===== config.mk =====
export PLATFORM = sky130hd
export DESIGN_NAME = serial_lane_flat
export DESIGN_NICKNAME = d
export VERILOG_FILES = /design/src/shared/lane_pkg.sv /design/src/shared/lane_if.sv /design/src/core/serial_lane.sv /design/src/flat_wrapper.sv
export SDC_FILE = /design/constraint.sdc
export NUM_CORES = 1
export LEC_CHECK = 0
export BUFFER_PORTS_ARGS = -buffer_cell sky130_fd_sc_hd__buf_2
export CAP_MARGIN = 20
export CORE_AREA = 5 5 74 92
export CTS_CLUSTER_SIZE = 24
export DETAILED_ROUTE_END_ITERATION = 10
export DIE_AREA = 0 0 79 97
export GPL_TIMING_DRIVEN = 0
export PLACE_DENSITY = 0.81
export SLEW_MARGIN = 0
export SYNTH_ARGS = -nofsm -noshare
export SYNTH_HDL_FRONTEND = slang
export SYNTH_SLANG_ARGS = --single-unit

===== constraint.sdc =====
create_clock -name aclk -period 2.53 [get_ports aclk]
set_input_delay 0 -clock aclk [delete_from_list [all_inputs] [get_ports aclk]]
set_output_delay 0 -clock aclk [all_outputs]
set_load 0.02 [all_outputs]

===== src/shared/lane_pkg.sv =====
package lane_pkg;
   // Lane word and delay geometry.
   localparam int          BYTE_W    = 8;
   localparam int          TAP_W     = 3;
   localparam logic [2:0]  LAST_BIT  = 3'h7;
   localparam logic [2:0]  HALF_BIT  = 3'h3;
   localparam logic [2:0]  TAP_INIT  = 3'h0;
   localparam logic [2:0]  TAP_MAX   = 3'h7;
   localparam logic [2:0]  TAP_MIN   = 3'h0;

   // Controller register byte addresses.
   localparam logic [11:0] CTRL_OFS  = 12'h000;
   localparam logic [11:0] TXD_OFS   = 12'h004;
   localparam logic [11:0] DLY_OFS   = 12'h008;
   localparam logic [11:0] STAT_OFS  = 12'h00C;
   localparam logic [11:0] RXD_OFS   = 12'h010;

   // Control register fields.
   localparam int CTL_BUF    = 0;
   localparam int CTL_TERM   = 1;
   localparam int CTL_TX_FAST_DRIVE_ON  = 2;
   localparam int CTL_POS_OE = 3;
   localparam int CTL_NEG_OE = 4;
   localparam int CTL_POS    = 5;
   localparam int CTL_NEG    = 6;
   localparam int CTL_RX_RST = 7;
   localparam int CTL_TX_RST = 8;
   localparam int CTL_W      = 9;
   localparam logic [8:0] CTL_RESET = 9'h180;

   // Delay register fields.
   localparam int DLY_STEP  = 0;
   localparam int DLY_UP    = 1;
   localparam int DLY_CLR   = 2;

   // Status and receive-data fields.
   localparam int STAT_POS   = 0;
   localparam int STAT_NEG   = 1;
   localparam int STAT_EMPTY = 2;
   localparam int STAT_TAP   = 4;
   localparam int RXD_VALID  = 31;

   // Bus responses.
   localparam logic [1:0] RESP_OKAY   = 2'h0;
   localparam logic [1:0] RESP_SLVERR = 2'h2;
endpackage


===== src/shared/lane_if.sv =====
interface lane_if;
   // Receive path towards the core.
   logic [lane_pkg::BYTE_W-1:0] rx_fast_byte;
   logic                        byte_tick;
   logic                        lowpwr_pos_sense;
   logic                        lowpwr_neg_sense;
   logic                        queue_empty;
   logic                        queue_read_en;
   logic                        rx_reset;
   logic                        rx_diff_buffer_on;
   logic                        rx_termination_on;
   // Forwarded clocks.
   logic                        lane_parallel_clk_fwd;
   logic                        lane_serial_clk_fwd;
   logic                        lane_core_clk;
   // Delay control.
   logic                        delay_step_enable;
   logic                        delay_step_up;
   logic                        delay_counter_clear;
   logic [lane_pkg::TAP_W-1:0]  delay_tap;
   // Transmit path from the core.
   logic [lane_pkg::BYTE_W-1:0] tx_fast_byte;
   logic                        tx_fast_drive_on;
   logic                        tx_reset;
   logic                        lowpwr_pos_drive;
   logic                        lowpwr_neg_drive;
   logic                        lowpwr_pos_drive_on;
   logic                        lowpwr_neg_drive_on;

   modport lane (
      output rx_fast_byte, byte_tick, lowpwr_pos_sense, lowpwr_neg_sense, queue_empty,
      output lane_parallel_clk_fwd, lane_serial_clk_fwd, lane_core_clk, delay_tap,
      input  queue_read_en, rx_reset, rx_diff_buffer_on, rx_termination_on,
      input  delay_step_enable, delay_step_up, delay_counter_clear,
      input  tx_fast_byte, tx_fast_drive_on, tx_reset, lowpwr_pos_drive, lowpwr_neg_drive,
      input  lowpwr_pos_drive_on, lowpwr_neg_drive_on
   );
   modport ctrl (
      input  rx_fast_byte, byte_tick, lowpwr_pos_sense, lowpwr_neg_sense, queue_empty,
      input  lane_parallel_clk_fwd, lane_serial_clk_fwd, lane_core_clk, delay_tap,
      output queue_read_en, rx_reset, rx_diff_buffer_on, rx_termination_on,
      output delay_step_enable, delay_step_up, delay_counter_clear,
      output tx_fast_byte, tx_fast_drive_on, tx_reset, lowpwr_pos_drive, lowpwr_neg_drive,
      output lowpwr_pos_drive_on, lowpwr_neg_drive_on
   );
endinterface


===== src/core/serial_lane.sv =====
module serial_lane #(
   parameter bit QUEUE_EN    = 1'b1,
   parameter int QUEUE_DEPTH = 4
) (
   // Clock and reset.
   input  wire logic aclk,
   input  wire logic aresetn,
   // Core side.
   lane_if.lane      lnk,
   // Pad side.
   input  wire logic pad_p_in,
   input  wire logic pad_n_in,
   output logic      pad_p_out,
   output logic      pad_p_oe,
   output logic      pad_n_out,
   output logic      pad_n_oe,
   output logic      term_on
);
   localparam int AW = (QUEUE_DEPTH > 1) ? $clog2(QUEUE_DEPTH) : 1;
   localparam int B  = lane_pkg::BYTE_W;

   generate
      if (QUEUE_DEPTH < 2 || (QUEUE_DEPTH & (QUEUE_DEPTH - 1)) != 0) begin : g_chk
         $error("QUEUE_DEPTH must be a power of two of at least 2.");
      end
   endgenerate

   // Saturating tap step; each limit is checked in its own branch.
   function automatic logic [lane_pkg::TAP_W-1:0] tap_step(input logic [lane_pkg::TAP_W-1:0] t,
                                                           input logic up);
      if (up) begin
         tap_step = (t == lane_pkg::TAP_MAX) ? t : t + 1'b1;
      end else begin
         tap_step = (t == lane_pkg::TAP_MIN) ? t : t - 1'b1;
      end
   endfunction

   logic [1:0]       p_sync_q;
   logic [1:0]       n_sync_q;
   logic [B-1:0]     hist_q;
   logic [2:0]       bit_cnt_q;
   logic [B-1:0]     rx_shift_q;
   logic [B-1:0]     rx_byte_q;
   logic             tick_q;
   logic [2:0]       tap_q;
   logic             ser_clk_q;
   logic             par_clk_q;
   logic [B-1:0]     tx_shift_q;
   logic             p_out_d;
   logic             n_out_d;
   logic [B-1:0]     mem [QUEUE_DEPTH];
   logic [AW:0]      wr_ptr_q;
   logic [AW:0]      rd_ptr_q;
   logic             rx_bit;
   logic             last_bit;
   logic             push;
   logic             pop;
   logic             q_empty;
   logic             q_full;

   // Pad levels are foreign to aclk, so two flip-flops come before any use.
   always_ff @(posedge aclk) begin
      if (!aresetn) begin
         p_sync_q <= 2'h0;
         n_sync_q <= 2'h0;
      end else begin
         p_sync_q <= {p_sync_q[0], pad_p_in};
         n_sync_q <= {n_sync_q[0], pad_n_in};
      end
   end

   // Low-power sense levels go out undecoded, one per pad.
   assign lnk.lowpwr_pos_sense = p_sync_q[1];
   assign lnk.lowpwr_neg_sense = n_sync_q[1];

   // Bit counter divides the serial rate by eight to make the parallel rate.
   always_ff @(posedge aclk) begin
      if (!aresetn) begin
         bit_cnt_q <= 3'h0;
         ser_clk_q <= 1'b0;
         par_clk_q <= 1'b0;
         tick_q    <= 1'b0;
      end else begin
         bit_cnt_q <= bit_cnt_q + 3'h1;
         ser_clk_q <= ~ser_clk_q;
         par_clk_q <= (bit_cnt_q >= lane_pkg::HALF_BIT) && (bit_cnt_q != lane_pkg::LAST_BIT);
         tick_q    <= (bit_cnt_q == lane_pkg::LAST_BIT);
      end
   end

   assign last_bit                  = (bit_cnt_q == lane_pkg::LAST_BIT);
   assign lnk.lane_serial_clk_fwd   = ser_clk_q;
   assign lnk.lane_parallel_clk_fwd = par_clk_q;
   assign lnk.lane_core_clk         = par_clk_q;
   assign lnk.byte_tick             = tick_q;

   // Delay line: a history of pad samples, the tap picks how late to look.
   always_ff @(posedge aclk) begin
      if (!aresetn) begin
         hist_q <= '0;
      end else begin
         hist_q <= {hist_q[B-2:0], p_sync_q[1]};
      end
   end

   assign rx_bit = hist_q[tap_q];

   // Tap moves only on a slow-clock edge, and clear outranks a step.
   always_ff @(posedge aclk) begin
      if (!aresetn) begin
         tap_q <= lane_pkg::TAP_INIT;
      end else if (tick_q && lnk.delay_counter_clear) begin
         tap_q <= lane_pkg::TAP_INIT;
      end else if (tick_q && lnk.delay_step_enable) begin
         tap_q <= tap_step(tap_q, lnk.delay_step_up);
      end
   end

   assign lnk.delay_tap = tap_q;

   // Deserializer, most significant bit first; the buffer must be on.
   always_ff @(posedge aclk) begin
      if (!aresetn || lnk.rx_reset) begin
         rx_shift_q <= '0;
         rx_byte_q  <= '0;
      end else if (lnk.rx_diff_buffer_on) begin
         rx_shift_q <= {rx_shift_q[B-2:0], rx_bit};
         if (last_bit) begin
            rx_byte_q <= {rx_shift_q[B-2:0], rx_bit};
         end
      end
   end

   // Termination follows the core's level; it has no other effect here.
   always_ff @(posedge aclk) begin
      if (!aresetn) begin
         term_on <= 1'b0;
      end else begin
         term_on <= lnk.rx_termination_on;
      end
   end

   // Queue: a full queue drops the new byte rather than stalling the wire.
   assign q_empty = (wr_ptr_q == rd_ptr_q);
   assign q_full  = (wr_ptr_q[AW] != rd_ptr_q[AW]) && (wr_ptr_q[AW-1:0] == rd_ptr_q[AW-1:0]);
   assign push    = QUEUE_EN && last_bit && lnk.rx_diff_buffer_on && !q_full && !lnk.rx_reset;
   assign pop     = QUEUE_EN && lnk.queue_read_en && !q_empty;

   always_ff @(posedge aclk) begin
      if (!aresetn || lnk.rx_reset) begin
         wr_ptr_q <= '0;
         rd_ptr_q <= '0;
      end else begin
         if (push) begin
            wr_ptr_q <= wr_ptr_q + 1'b1;
         end
         if (pop) begin
            rd_ptr_q <= rd_ptr_q + 1'b1;
         end
      end
   end

   always_ff @(posedge aclk) begin
      if (push) begin
         mem[wr_ptr_q[AW-1:0]] <= {rx_shift_q[B-2:0], rx_bit};
      end
   end

   // With the queue the head is shown; without it the last whole byte.
   assign lnk.rx_fast_byte = QUEUE_EN ? mem[rd_ptr_q[AW-1:0]] : rx_byte_q;
   assign lnk.queue_empty  = QUEUE_EN ? q_empty : 1'b0;

   // Serializer loads a new byte each parallel period.
   always_ff @(posedge aclk) begin
      if (!aresetn || lnk.tx_reset) begin
         tx_shift_q <= '0;
      end else if (last_bit) begin
         tx_shift_q <= lnk.tx_fast_byte;
      end else begin
         tx_shift_q <= {tx_shift_q[B-2:0], 1'b0};
      end
   end

   // High-speed drive wins over low-power drive on the pads.
   always_comb begin
      if (lnk.tx_fast_drive_on) begin
         p_out_d = tx_shift_q[B-1];
         n_out_d = ~tx_shift_q[B-1];
      end else begin
         p_out_d = lnk.lowpwr_pos_drive;
         n_out_d = lnk.lowpwr_neg_drive;
      end
   end

   always_ff @(posedge aclk) begin
      if (!aresetn) begin
         pad_p_out <= 1'b0;
         pad_n_out <= 1'b0;
         pad_p_oe  <= 1'b0;
         pad_n_oe  <= 1'b0;
      end else begin
         pad_p_out <= p_out_d;
         pad_n_out <= n_out_d;
         pad_p_oe  <= lnk.tx_fast_drive_on | lnk.lowpwr_pos_drive_on;
         pad_n_oe  <= lnk.tx_fast_drive_on | lnk.lowpwr_neg_drive_on;
      end
   end
endmodule


===== src/flat_wrapper.sv =====
// flat-port wrapper written by rule: the top's interface ports become plain ports
module serial_lane_flat 
#(
   parameter bit QUEUE_EN    = 1'b1,
   parameter int QUEUE_DEPTH = 4
)
  (aclk, aresetn, pad_p_in, pad_n_in, pad_p_out, pad_p_oe, pad_n_out, pad_n_oe, term_on, lnk_rx_fast_byte, lnk_byte_tick, lnk_lowpwr_pos_sense, lnk_lowpwr_neg_sense, lnk_queue_empty, lnk_lane_parallel_clk_fwd, lnk_lane_serial_clk_fwd, lnk_lane_core_clk, lnk_delay_tap, lnk_queue_read_en, lnk_rx_reset, lnk_rx_diff_buffer_on, lnk_rx_termination_on, lnk_delay_step_enable, lnk_delay_step_up, lnk_delay_counter_clear, lnk_tx_fast_byte, lnk_tx_fast_drive_on, lnk_tx_reset, lnk_lowpwr_pos_drive, lnk_lowpwr_neg_drive, lnk_lowpwr_pos_drive_on, lnk_lowpwr_neg_drive_on);
  lane_if lnk_i ();
  input  wire logic aclk;
  input  wire logic aresetn;
  input  wire logic pad_p_in;
  input  wire logic pad_n_in;
  output logic pad_p_out;
  output logic pad_p_oe;
  output logic pad_n_out;
  output logic pad_n_oe;
  output logic term_on;
  output wire logic [$bits(lnk_i.rx_fast_byte)-1:0] lnk_rx_fast_byte;
  output wire logic [$bits(lnk_i.byte_tick)-1:0] lnk_byte_tick;
  output wire logic [$bits(lnk_i.lowpwr_pos_sense)-1:0] lnk_lowpwr_pos_sense;
  output wire logic [$bits(lnk_i.lowpwr_neg_sense)-1:0] lnk_lowpwr_neg_sense;
  output wire logic [$bits(lnk_i.queue_empty)-1:0] lnk_queue_empty;
  output wire logic [$bits(lnk_i.lane_parallel_clk_fwd)-1:0] lnk_lane_parallel_clk_fwd;
  output wire logic [$bits(lnk_i.lane_serial_clk_fwd)-1:0] lnk_lane_serial_clk_fwd;
  output wire logic [$bits(lnk_i.lane_core_clk)-1:0] lnk_lane_core_clk;
  output wire logic [$bits(lnk_i.delay_tap)-1:0] lnk_delay_tap;
  input wire logic [$bits(lnk_i.queue_read_en)-1:0] lnk_queue_read_en;
  input wire logic [$bits(lnk_i.rx_reset)-1:0] lnk_rx_reset;
  input wire logic [$bits(lnk_i.rx_diff_buffer_on)-1:0] lnk_rx_diff_buffer_on;
  input wire logic [$bits(lnk_i.rx_termination_on)-1:0] lnk_rx_termination_on;
  input wire logic [$bits(lnk_i.delay_step_enable)-1:0] lnk_delay_step_enable;
  input wire logic [$bits(lnk_i.delay_step_up)-1:0] lnk_delay_step_up;
  input wire logic [$bits(lnk_i.delay_counter_clear)-1:0] lnk_delay_counter_clear;
  input wire logic [$bits(lnk_i.tx_fast_byte)-1:0] lnk_tx_fast_byte;
  input wire logic [$bits(lnk_i.tx_fast_drive_on)-1:0] lnk_tx_fast_drive_on;
  input wire logic [$bits(lnk_i.tx_reset)-1:0] lnk_tx_reset;
  input wire logic [$bits(lnk_i.lowpwr_pos_drive)-1:0] lnk_lowpwr_pos_drive;
  input wire logic [$bits(lnk_i.lowpwr_neg_drive)-1:0] lnk_lowpwr_neg_drive;
  input wire logic [$bits(lnk_i.lowpwr_pos_drive_on)-1:0] lnk_lowpwr_pos_drive_on;
  input wire logic [$bits(lnk_i.lowpwr_neg_drive_on)-1:0] lnk_lowpwr_neg_drive_on;
  assign lnk_rx_fast_byte = lnk_i.rx_fast_byte;
  assign lnk_byte_tick = lnk_i.byte_tick;
  assign lnk_lowpwr_pos_sense = lnk_i.lowpwr_pos_sense;
  assign lnk_lowpwr_neg_sense = lnk_i.lowpwr_neg_sense;
  assign lnk_queue_empty = lnk_i.queue_empty;
  assign lnk_lane_parallel_clk_fwd = lnk_i.lane_parallel_clk_fwd;
  assign lnk_lane_serial_clk_fwd = lnk_i.lane_serial_clk_fwd;
  assign lnk_lane_core_clk = lnk_i.lane_core_clk;
  assign lnk_delay_tap = lnk_i.delay_tap;
  assign lnk_i.queue_read_en = lnk_queue_read_en;
  assign lnk_i.rx_reset = lnk_rx_reset;
  assign lnk_i.rx_diff_buffer_on = lnk_rx_diff_buffer_on;
  assign lnk_i.rx_termination_on = lnk_rx_termination_on;
  assign lnk_i.delay_step_enable = lnk_delay_step_enable;
  assign lnk_i.delay_step_up = lnk_delay_step_up;
  assign lnk_i.delay_counter_clear = lnk_delay_counter_clear;
  assign lnk_i.tx_fast_byte = lnk_tx_fast_byte;
  assign lnk_i.tx_fast_drive_on = lnk_tx_fast_drive_on;
  assign lnk_i.tx_reset = lnk_tx_reset;
  assign lnk_i.lowpwr_pos_drive = lnk_lowpwr_pos_drive;
  assign lnk_i.lowpwr_neg_drive = lnk_lowpwr_neg_drive;
  assign lnk_i.lowpwr_pos_drive_on = lnk_lowpwr_pos_drive_on;
  assign lnk_i.lowpwr_neg_drive_on = lnk_lowpwr_neg_drive_on;
  serial_lane #(.QUEUE_EN(QUEUE_EN), .QUEUE_DEPTH(QUEUE_DEPTH)) u_core (.aclk(aclk), .aresetn(aresetn), .lnk(lnk_i), .pad_p_in(pad_p_in), .pad_n_in(pad_n_in), .pad_p_out(pad_p_out), .pad_p_oe(pad_p_oe), .pad_n_out(pad_n_out), .pad_n_oe(pad_n_oe), .term_on(term_on));
endmodule

==> insert_results.sql, run 1 <==
INSERT INTO impl_metrics (metric_group, metric, value, unit) VALUES
('logic_synthesis', 'yosys_most_used_dff', 'sky130_fd_sc_hd__dfxtp_1', ''),
('cts', 'post_cts_repair_setup_buffers', '0', ''),
('cts', 'cts.root.buffer_cell', 'sky130_fd_sc_hd__clkbuf_8', ''),
('floorplanning', 'num_io_pins', '48', ''),
('power_and_ir_drop', 'power.leakage', '1.484', 'nW'),
('cts', 'ctsResizeCount', '0', ''),
('global_routing', 'grt_pass1_vias', '1974', ''),
('cts', 'worstSkewPairLatency', '0.35', 'ns'),
('power_and_ir_drop', 'p_total', '0.002325', 'W'),
('sta', 'fin_crit_sh', '0.8077', ''),
('min_path', 'min_from', 'lnk_rx_reset', ''),
('global_routing', 'overflow', '0', ''),
('logic_synthesis', 'postSynthCellCount', '231', ''),
('logic_synthesis', 'synthesis.nets', '264', ''),
('worst_setup_path', 'cp_slowest_stage_delay', '0.36', 'ns'),
('finish', 'design.final.nets', '342', ''),
('detailed_routing', 'routed_length_per_instance', '14.39', 'µm'),
('finish', 'post_route_cells_drive_above_1_share', '0.2611', ''),
('global_routing', 'antenna_found_initial', '0', ''),
('detailed_routing', 'antenna_violating_nets_post_route', '0', ''),
('floorplanning', 'die-height', '97', 'µm'),
('logic_synthesis', 'synth.cell_area', '3095', 'µm²'),
('logic_synthesis', 'synth-seq-cells', '81', ''),
('logic_synthesis', 'seq_area_frac_synth', '0.6273', ''),
('worst_setup_path', 'critical_path.most_common_cell', 'sky130_fd_sc_hd__ha_1', ''),
('min_path', 'worst_hold_path_type', 'input port to flop', ''),
('power_and_ir_drop', 'irDropWorstVdd', '0.0006377', 'V'),
('sta', 'setup_tns', '0', 'ns'),
('detailed_routing', 'post_drt_via_cell_ratio', '5.018', ''),
('worst_setup_path', 'timing.critical_path.to_type', 'flop', ''),
('detailed_routing', 'drt_pass1_iterations', '4', ''),
('worst_setup_path', 'crit-reg2reg-launch', 'u_core.bit_cnt_q[0]', ''),
('logic_synthesis', 'async_flop_share', '0', ''),
('run_status', 'outcome', 'finished clean', ''),
('detailed_routing', 'remaining_drc_errors', '0', ''),
('sta', 'finalMaxSlewViolations', '0', ''),
('cts', 'cts.sinks', '81', ''),
('sta', 'max_slew.worst_pin.slew', '0.6416', 'ns'),
('detailed_routing', 'total_number_of_vias', '1907', ''),
('run', 'max_cap_viol_count', '0', ''),
('worst_setup_path', 'worst-setup-path-type', 'flop to flop', ''),
('global_routing', 'globalRouteTotalUtil', '0.1579', ''),
('worst_setup_path', 'highest_delay_cell_along_the_critical_path', 'sky130_fd_sc_hd__dfxtp_1', ''),
('placement', 'portBuffers', '46', ''),
('sta', 'finalSetupViolations', '0', ''),
('finish', 'layout.filler_cells', '420', ''),
('finish', 'antenna_cells_inserted', '0', ''),
('logic_synthesis', 'synth-edff-count', '32', ''),
('sta', 'max_slew_margin', '0.5723', ''),
('logic_synthesis', 'synth.largest_area_cell', 'sky130_fd_sc_hd__dfxtp_1', ''),
('detailed_routing', 'routed_wl', '5.467', 'mm'),
('logic_synthesis', 'synth_most_common_cell', 'sky130_fd_sc_hd__dfxtp_1', ''),
('cts', 'cts.htree.levels', '3', ''),
('sta', 'final_period_minus_worst_setup_slack', '2.044', 'ns'),
('floorplanning', 'core_region_area', '5779', 'µm²'),
('logic_synthesis', 'synth.distinct_cells', '37', ''),
('cts', 'cts_tree', 'built', ''),
('logic_synthesis', 'yosys_warnings', '0', ''),
('logic_synthesis', 'synth_top_area_share', '0.3169', ''),
('floorplanning', 'floorplan.rows', '31', ''),
('floorplanning', 'chipWidth', '79', 'µm'),
('global_routing', 'wire_length_of_the_first_global_routing_pass', '9.432', 'mm'),
('logic_synthesis', 'ys_top_cells_by_count', 'sky130_fd_sc_hd__dfxtp_1 (49), sky130_fd_sc_hd__edfxtp_1 (32), sky130_fd_sc_hd__nor2_1 (26)', ''),
('logic_synthesis', 'synth.avg_cell_area', '13.40', 'µm²'),
('worst_setup_path', 'required_time_at_the_endpoint_of_the_critical_path', '2.57', 'ns'),
('floorplanning', 'floorplan.initialDensity', '0.5356', ''),
('cts', 'clkTransAtPathRegs', '0.08', 'ns'),
('power_and_ir_drop', 'power_density', '612.4', 'nW/µm²'),
('cts', 'cts-buffers-inserted', '9', ''),
('sta', 'highest_clock_rate', '489.4', 'MHz'),
('global_routing', 'grt_start_max_net_pins', '16', '');
[critical path: cells and delay by family, from the launching register on]
kind                       cells  cell delay, ns
and+or+nand+nor                2            0.50
DFF                            1            0.36
adders and majority gates      2            0.34
buffers and inverters          1            0.27
AOI/OAI and AO/OA              1            0.26
[where the power goes]
group,total (W),internal [W],switching [W]
Combinational,0.000118,0.0000614,0.0000561
Clock,0.000839,0.000364,0.000476
Sequential,0.00137,0.00136,0.00000729
[routing by layer]
metal	share of wire	up-vias	track usage
met1	0.42	885	0.1920
met3	0.049	10	0.03625
met5	0	-	0
li1	-	964	-
met4	0.023	0	0.08333
met2	0.50	48	0.2575
[sequential cells by signal, indices dropped and copies added (netlist names), 2 cells and up, named ones only]
signal and flops:
u_core.rd_ptr_q 3, u_core.tx_shift_q 8, u_core.bit_cnt_q 3, u_core.wr_ptr_q 3
u_core.rx_shift_q 7, u_core.p_sync_q 2, u_core.hist_q 8, u_core.mem 32
u_core.n_sync_q 2, u_core.lnk.delay_tap 3
[worst paths after layout]
kind / slack [ns] / endpoint / cells past startpoint
setup / recovery: 0.49 / u_core.mem[0][2] / 6
hold / removal: 0.03 / u_core.wr_ptr_q[2] / 3
setup reg to reg: 0.49 / u_core.mem[0][2] / 6
hold reg to reg: 0.43 / u_core.lnk.lane_serial_clk_fwd / 1
[metrics by stage]
| step | cells | hold WS, ns | cell area [µm²] | setup WS, ns | utilization |
|---|---|---|---|---|---|
| 3_5_place_dp | 343 | 0.2055 | 3408 | 0.4681 | 0.5897 |
| 3_3_place_gp | 343 | 0.1937 | 3408 | 0.5015 | 0.5897 |
| 6_report | 380 | 0.03260 | 3797 | 0.4865 | 0.6571 |
| 2_1_floorplan | 231 | 0.1102 | 3095 | 0.7137 | - |
| 5_1_grt | 380 | 0.06174 | 3797 | 0.3176 | 0.6571 |
| 4_1_cts | 380 | 0.03096 | 3797 | 0.4611 | 0.6571 |
[kinds of logic (layout without fill, tap and decap cells)]
family	count (synthesis)	count (layout)	share of synthesized area
and+or+nand+nor	73	73	0.1225
DFF	81	81	0.6273
AOI/OAI and AO/OA	13	13	0.03678
xor gates and xnor gates	9	9	0.02547
buffers and inverters	18	101	0.02708
adders and majority gates	8	8	0.03476
muxes	29	29	0.1261
[layout by cell type (no fill, tap or decap), types with 2 or more instances in the layout]
cell type                       instances
sky130_fd_sc_hd__buf_2                 50
sky130_fd_sc_hd__dfxtp_1               49
sky130_fd_sc_hd__edfxtp_1              32
sky130_fd_sc_hd__nor2_1                26
sky130_fd_sc_hd__mux2i_1               21
sky130_fd_sc_hd__dlygate4sd3_1         21
sky130_fd_sc_hd__and2_1                17
sky130_fd_sc_hd__clkbuf_8               9
sky130_fd_sc_hd__mux4_2                 8
sky130_fd_sc_hd__ha_1                   7
sky130_fd_sc_hd__xor2_1                 6
sky130_fd_sc_hd__clkbuf_1               6
sky130_fd_sc_hd__nand2_1                6
sky130_fd_sc_hd__inv_1                  5
sky130_fd_sc_hd__nor2b_1                4
sky130_fd_sc_hd__and2_2                 4
sky130_fd_sc_hd__nand3b_1               3
sky130_fd_sc_hd__nand3_1                3
sky130_fd_sc_hd__nor3_1                 3
sky130_fd_sc_hd__xnor2_1                3
sky130_fd_sc_hd__nand2b_1               2
sky130_fd_sc_hd__a211oi_1               2
sky130_fd_sc_hd__a21oi_1                2
sky130_fd_sc_hd__nand4_1                2
sky130_fd_sc_hd__o21a_1                 2
sky130_fd_sc_hd__clkinvlp_4             2
sky130_fd_sc_hd__inv_6                  2
sky130_fd_sc_hd__clkinv_4               2
[cell type report]
cell class	instances	area, µm²	area share
well taps	66	82.58	0.02175
clock buffers	9	123.9	0.03262
flip-flops and latches	81	1942	0.5114
clock inverters	7	55.05	0.01450
multi-input cells	132	1070	0.2817
inverters	5	18.77	0.004942
plain buffers	13	65.06	0.01713
repair buffers	67	440.4	0.1160
No activity file was read; power rests on OpenSTA's default activity.
==> run 2: changes to the inputs <==
clock period = 1.95 ns   (was 2.53 ns; I/O delays follow)
==> insert_results.sql, run 2 (synthesized netlist as in run 1, its figures left out) <==
INSERT INTO impl_metrics (metric_group, metric, value, unit) VALUES
('run_status', 'outcome', 'finished clean', ''),
('detailed_routing', 'routed_wl', '5.474', 'mm'),
('cts', 'worstSkewPairLatency', '0.35', 'ns'),
('finish', 'area_growth_syn_to_layout', '23.61', '%'),
('global_routing', 'globalRouteTotalUtil', '0.1579', ''),
('worst_setup_path', 'arrival', '1.86', 'ns'),
('worst_setup_path', 'highest_delay_cell_along_the_critical_path', 'sky130_fd_sc_hd__dfxtp_1', ''),
('sta', 'max_slew_margin', '0.5795', ''),
('detailed_routing', 'initialDrtViolationCount', '73', ''),
('finish', 'design.final.nets', '344', ''),
('sta', 'max_slew.worst_pin.slew', '0.6308', 'ns'),
('floorplanning', 'chipWidth', '79', 'µm'),
('cts', 'clkTransAtPathRegs', '0.08', 'ns'),
('cts', 'cts_tree', 'built', ''),
('placement', 'placed_area', '3408', 'µm²'),
('sta', 'fin_worst_skew', '0.01115', 'ns'),
('global_routing', 'overflow', '0', ''),
('global_routing', 'antenna_found_initial', '0', ''),
('floorplanning', 'die-area', '7663', 'µm²'),
('sta', 'fin_crit_sh', '0.9240', ''),
('floorplanning', 'floorplan.rows', '31', ''),
('finish', 'antenna_cells_inserted', '0', ''),
('placement', 'portBuffers', '46', ''),
('cts', 'cts-buffers-inserted', '9', ''),
('power_and_ir_drop', 'power.net_switching', '0.0006985', 'W'),
('sta', 'finalSetupViolations', '0', ''),
('finish', 'max_reg_flops', '32', ''),
('global_routing', 'gr-usage-met2', '0.2575', ''),
('global_routing', 'wire_length_of_the_first_global_routing_pass', '9.432', 'mm'),
('power_and_ir_drop', 'power_density', '788.5', 'nW/µm²'),
('power_and_ir_drop', 'internal_power', '0.002318', 'W'),
('power_and_ir_drop', 'power.share.switching', '0.2315', ''),
('sta', 'hold_viol_final', '0', ''),
('worst_setup_path', 'required_time_at_the_endpoint_of_the_critical_path', '2.01', 'ns'),
('finish', 'post_route_cells_drive_above_1_share', '0.2690', ''),
('floorplanning', 'die-height', '97', 'µm'),
('worst_setup_path', 'critical_path.startpoint_type', 'flop', ''),
('placement', 'dpl.hpwl', '3.500', 'mm'),
('floorplanning', 'num_io_pins', '48', ''),
('global_routing', 'grt_pass1_vias', '1974', ''),
('detailed_routing', 'post_drt_via_cell_ratio', '5.026', ''),
('power_and_ir_drop', 'power.leakage', '1.497', 'nW'),
('cts', 'cts.htree.levels', '3', ''),
('detailed_routing', 'total_number_of_vias', '1920', ''),
('worst_setup_path', 'critPathMaxFanout', '10', ''),
('power_and_ir_drop', 'sequentialPowerShare', '0.589', ''),
('global_routing', 'met1_routing_resource_usage_after_global_routing', '0.1920', ''),
('cts', 'number_of_buffers_on_the_longest_clock_path', '2', ''),
('power_and_ir_drop', 'clock_power_share', '0.361', ''),
('sta', 'highest_clock_rate', '555.0', 'MHz'),
('cts', 'cts.root.buffer_cell', 'sky130_fd_sc_hd__clkbuf_8', ''),
('min_path', 'worst_hold_path_type', 'input port to flop', ''),
('sta', 'finalMaxSlewViolations', '0', ''),
('power_and_ir_drop', 'irDropWorstVdd', '0.0008275', 'V'),
('floorplanning', 'core_region_area', '5779', 'µm²'),
('worst_setup_path', 'worst-setup-path-type', 'flop to flop', ''),
('global_routing', 'grt_busiest_layer', 'met2', ''),
('sta', 'rsz0062_at_grt', 'false', ''),
('cts', 'cts.sinks', '81', ''),
('finish', 'stdcell_area', '3826', 'µm²'),
('power_and_ir_drop', 'share_comb_of_total_power', '0.051', ''),
('detailed_routing', 'drt_pass1_iterations', '4', ''),
('placement', 'gp_routability_congestion', '0.7012', ''),
('worst_setup_path', 'cp_slowest_stage_delay', '0.36', 'ns'),
('finish', 'most-common-layout-cells', 'sky130_fd_sc_hd__buf_2 (49), sky130_fd_sc_hd__dfxtp_1 (49), sky130_fd_sc_hd__edfxtp_1 (32)', ''),
('detailed_routing', 'remaining_drc_errors', '0', ''),
('power_and_ir_drop', 'p_total', '0.003017', 'W'),
('run', 'max_cap_viol_count', '0', ''),
('floorplanning', 'floorplan.initialDensity', '0.5356', ''),
('worst_setup_path', 'timing.critical_path.to_type', 'flop', ''),
('sta', 'final_period_minus_worst_setup_slack', '1.802', 'ns'),
('global_routing', 'global_route.usage.met3', '0.03625', ''),
('worst_setup_path', 'critical_path.most_common_cell', 'sky130_fd_sc_hd__ha_1', ''),
('global_routing', 'grt_start_max_net_pins', '16', ''),
('worst_setup_path', 'crit_path_cell_trace', 'ha_1 > ha_1 > buf_6 > nor2b_2 > o311a_4 > and2_4', ''),
('detailed_routing', 'routed_length_per_instance', '14.33', 'µm'),
('detailed_routing', 'antenna_violating_nets_post_route', '0', '');
[run 2: cell count changes in the layout (fill, tap and decap cells not counted), sizes merged]
cell	previous run	this run
buf	53	55
[run 2: area by class of cell]
cell class | count | area (µm²)
Buffer | 13 | 71.32
Clock buffer | 9 | 123.9
Clock inverter | 7 | 55.05
Fill cell | 413 | 1953
Inverter | 5 | 18.77
Multi-Input combinational cell | 132 | 1077
Sequential cell | 81 | 1942
Tap cell | 66 | 82.58
Timing Repair Buffer | 69 | 455.4
[run 2: worst paths after layout]
| kind | startpoint | end | slack, ns | cells past startpoint |
|---|---|---|---|---|
| max | u_core.bit_cnt_q[0] | u_core.mem[0][0] | 0.15 | 6 |
| min | lnk_rx_reset | u_core.wr_ptr_q[2] | 0.05 | 3 |
| min reg2reg | u_core.lnk.lane_serial_clk_fwd | u_core.lnk.lane_serial_clk_fwd | 0.43 | 1 |
| max reg2reg | u_core.bit_cnt_q[0] | u_core.mem[0][0] | 0.15 | 6 |
[run 2: routing by layer]
layer / vias to the layer above / share of wire
met5: - / 0
met4: 0 / 0.016
met3: 7 / 0.051
met2: 48 / 0.51
met1: 898 / 0.42
li1: 967 / -
[run 2: critical path: cells and delay by family (launching register included)]
family | cells | cell delay (ns)
simple gates | 2 | 0.40
fa+ha+maj | 2 | 0.37
flops | 1 | 0.36
compound gates | 1 | 0.23
buf+inv | 1 | 0.16
[run 2: what timing repair did]
| action | CTS | global route |
|---|---|---|
| resized for setup | 3 | 4 |
| buffers inserted | 0 | 2 |
| hold buffers | 21 | 0 |
| endpoints found under the hold margin | 19 | 0 |
| setup endpoints to repair | 32 | 32 |
[run 2: power by group through the flow]
| stage | Combinational, W | Clock [W] | Sequential [W] |
|---|---|---|---|
| 2_1_floorplan | 0.0000515 | 0 | 0.00183 |
| 3_3_place_gp | 0.000114 | 0 | 0.00181 |
| 3_5_place_dp | 0.000117 | 0 | 0.00181 |
| 4_1_cts | 0.000149 | 0.00112 | 0.00178 |
| 5_1_grt | 0.000169 | 0.00119 | 0.00178 |
| 6_report | 0.000153 | 0.00109 | 0.00178 |
[run 2: through the flow]
step	std cells	setup TNS [ns]	utilization	hold WS [ns]	worst slack (ns)
6_report	382	0	0.6620	0.04599	0.1482
5_1_grt	382	0	0.6620	0.07157	0.01585
4_1_cts	380	-0.3613	0.6579	0.03096	-0.02776
3_5_place_dp	343	-3.357	0.5897	0.2055	-0.1119
3_3_place_gp	343	-2.435	0.5897	0.1937	-0.07846
2_1_floorplan	231	0	-	0.1102	0.1337
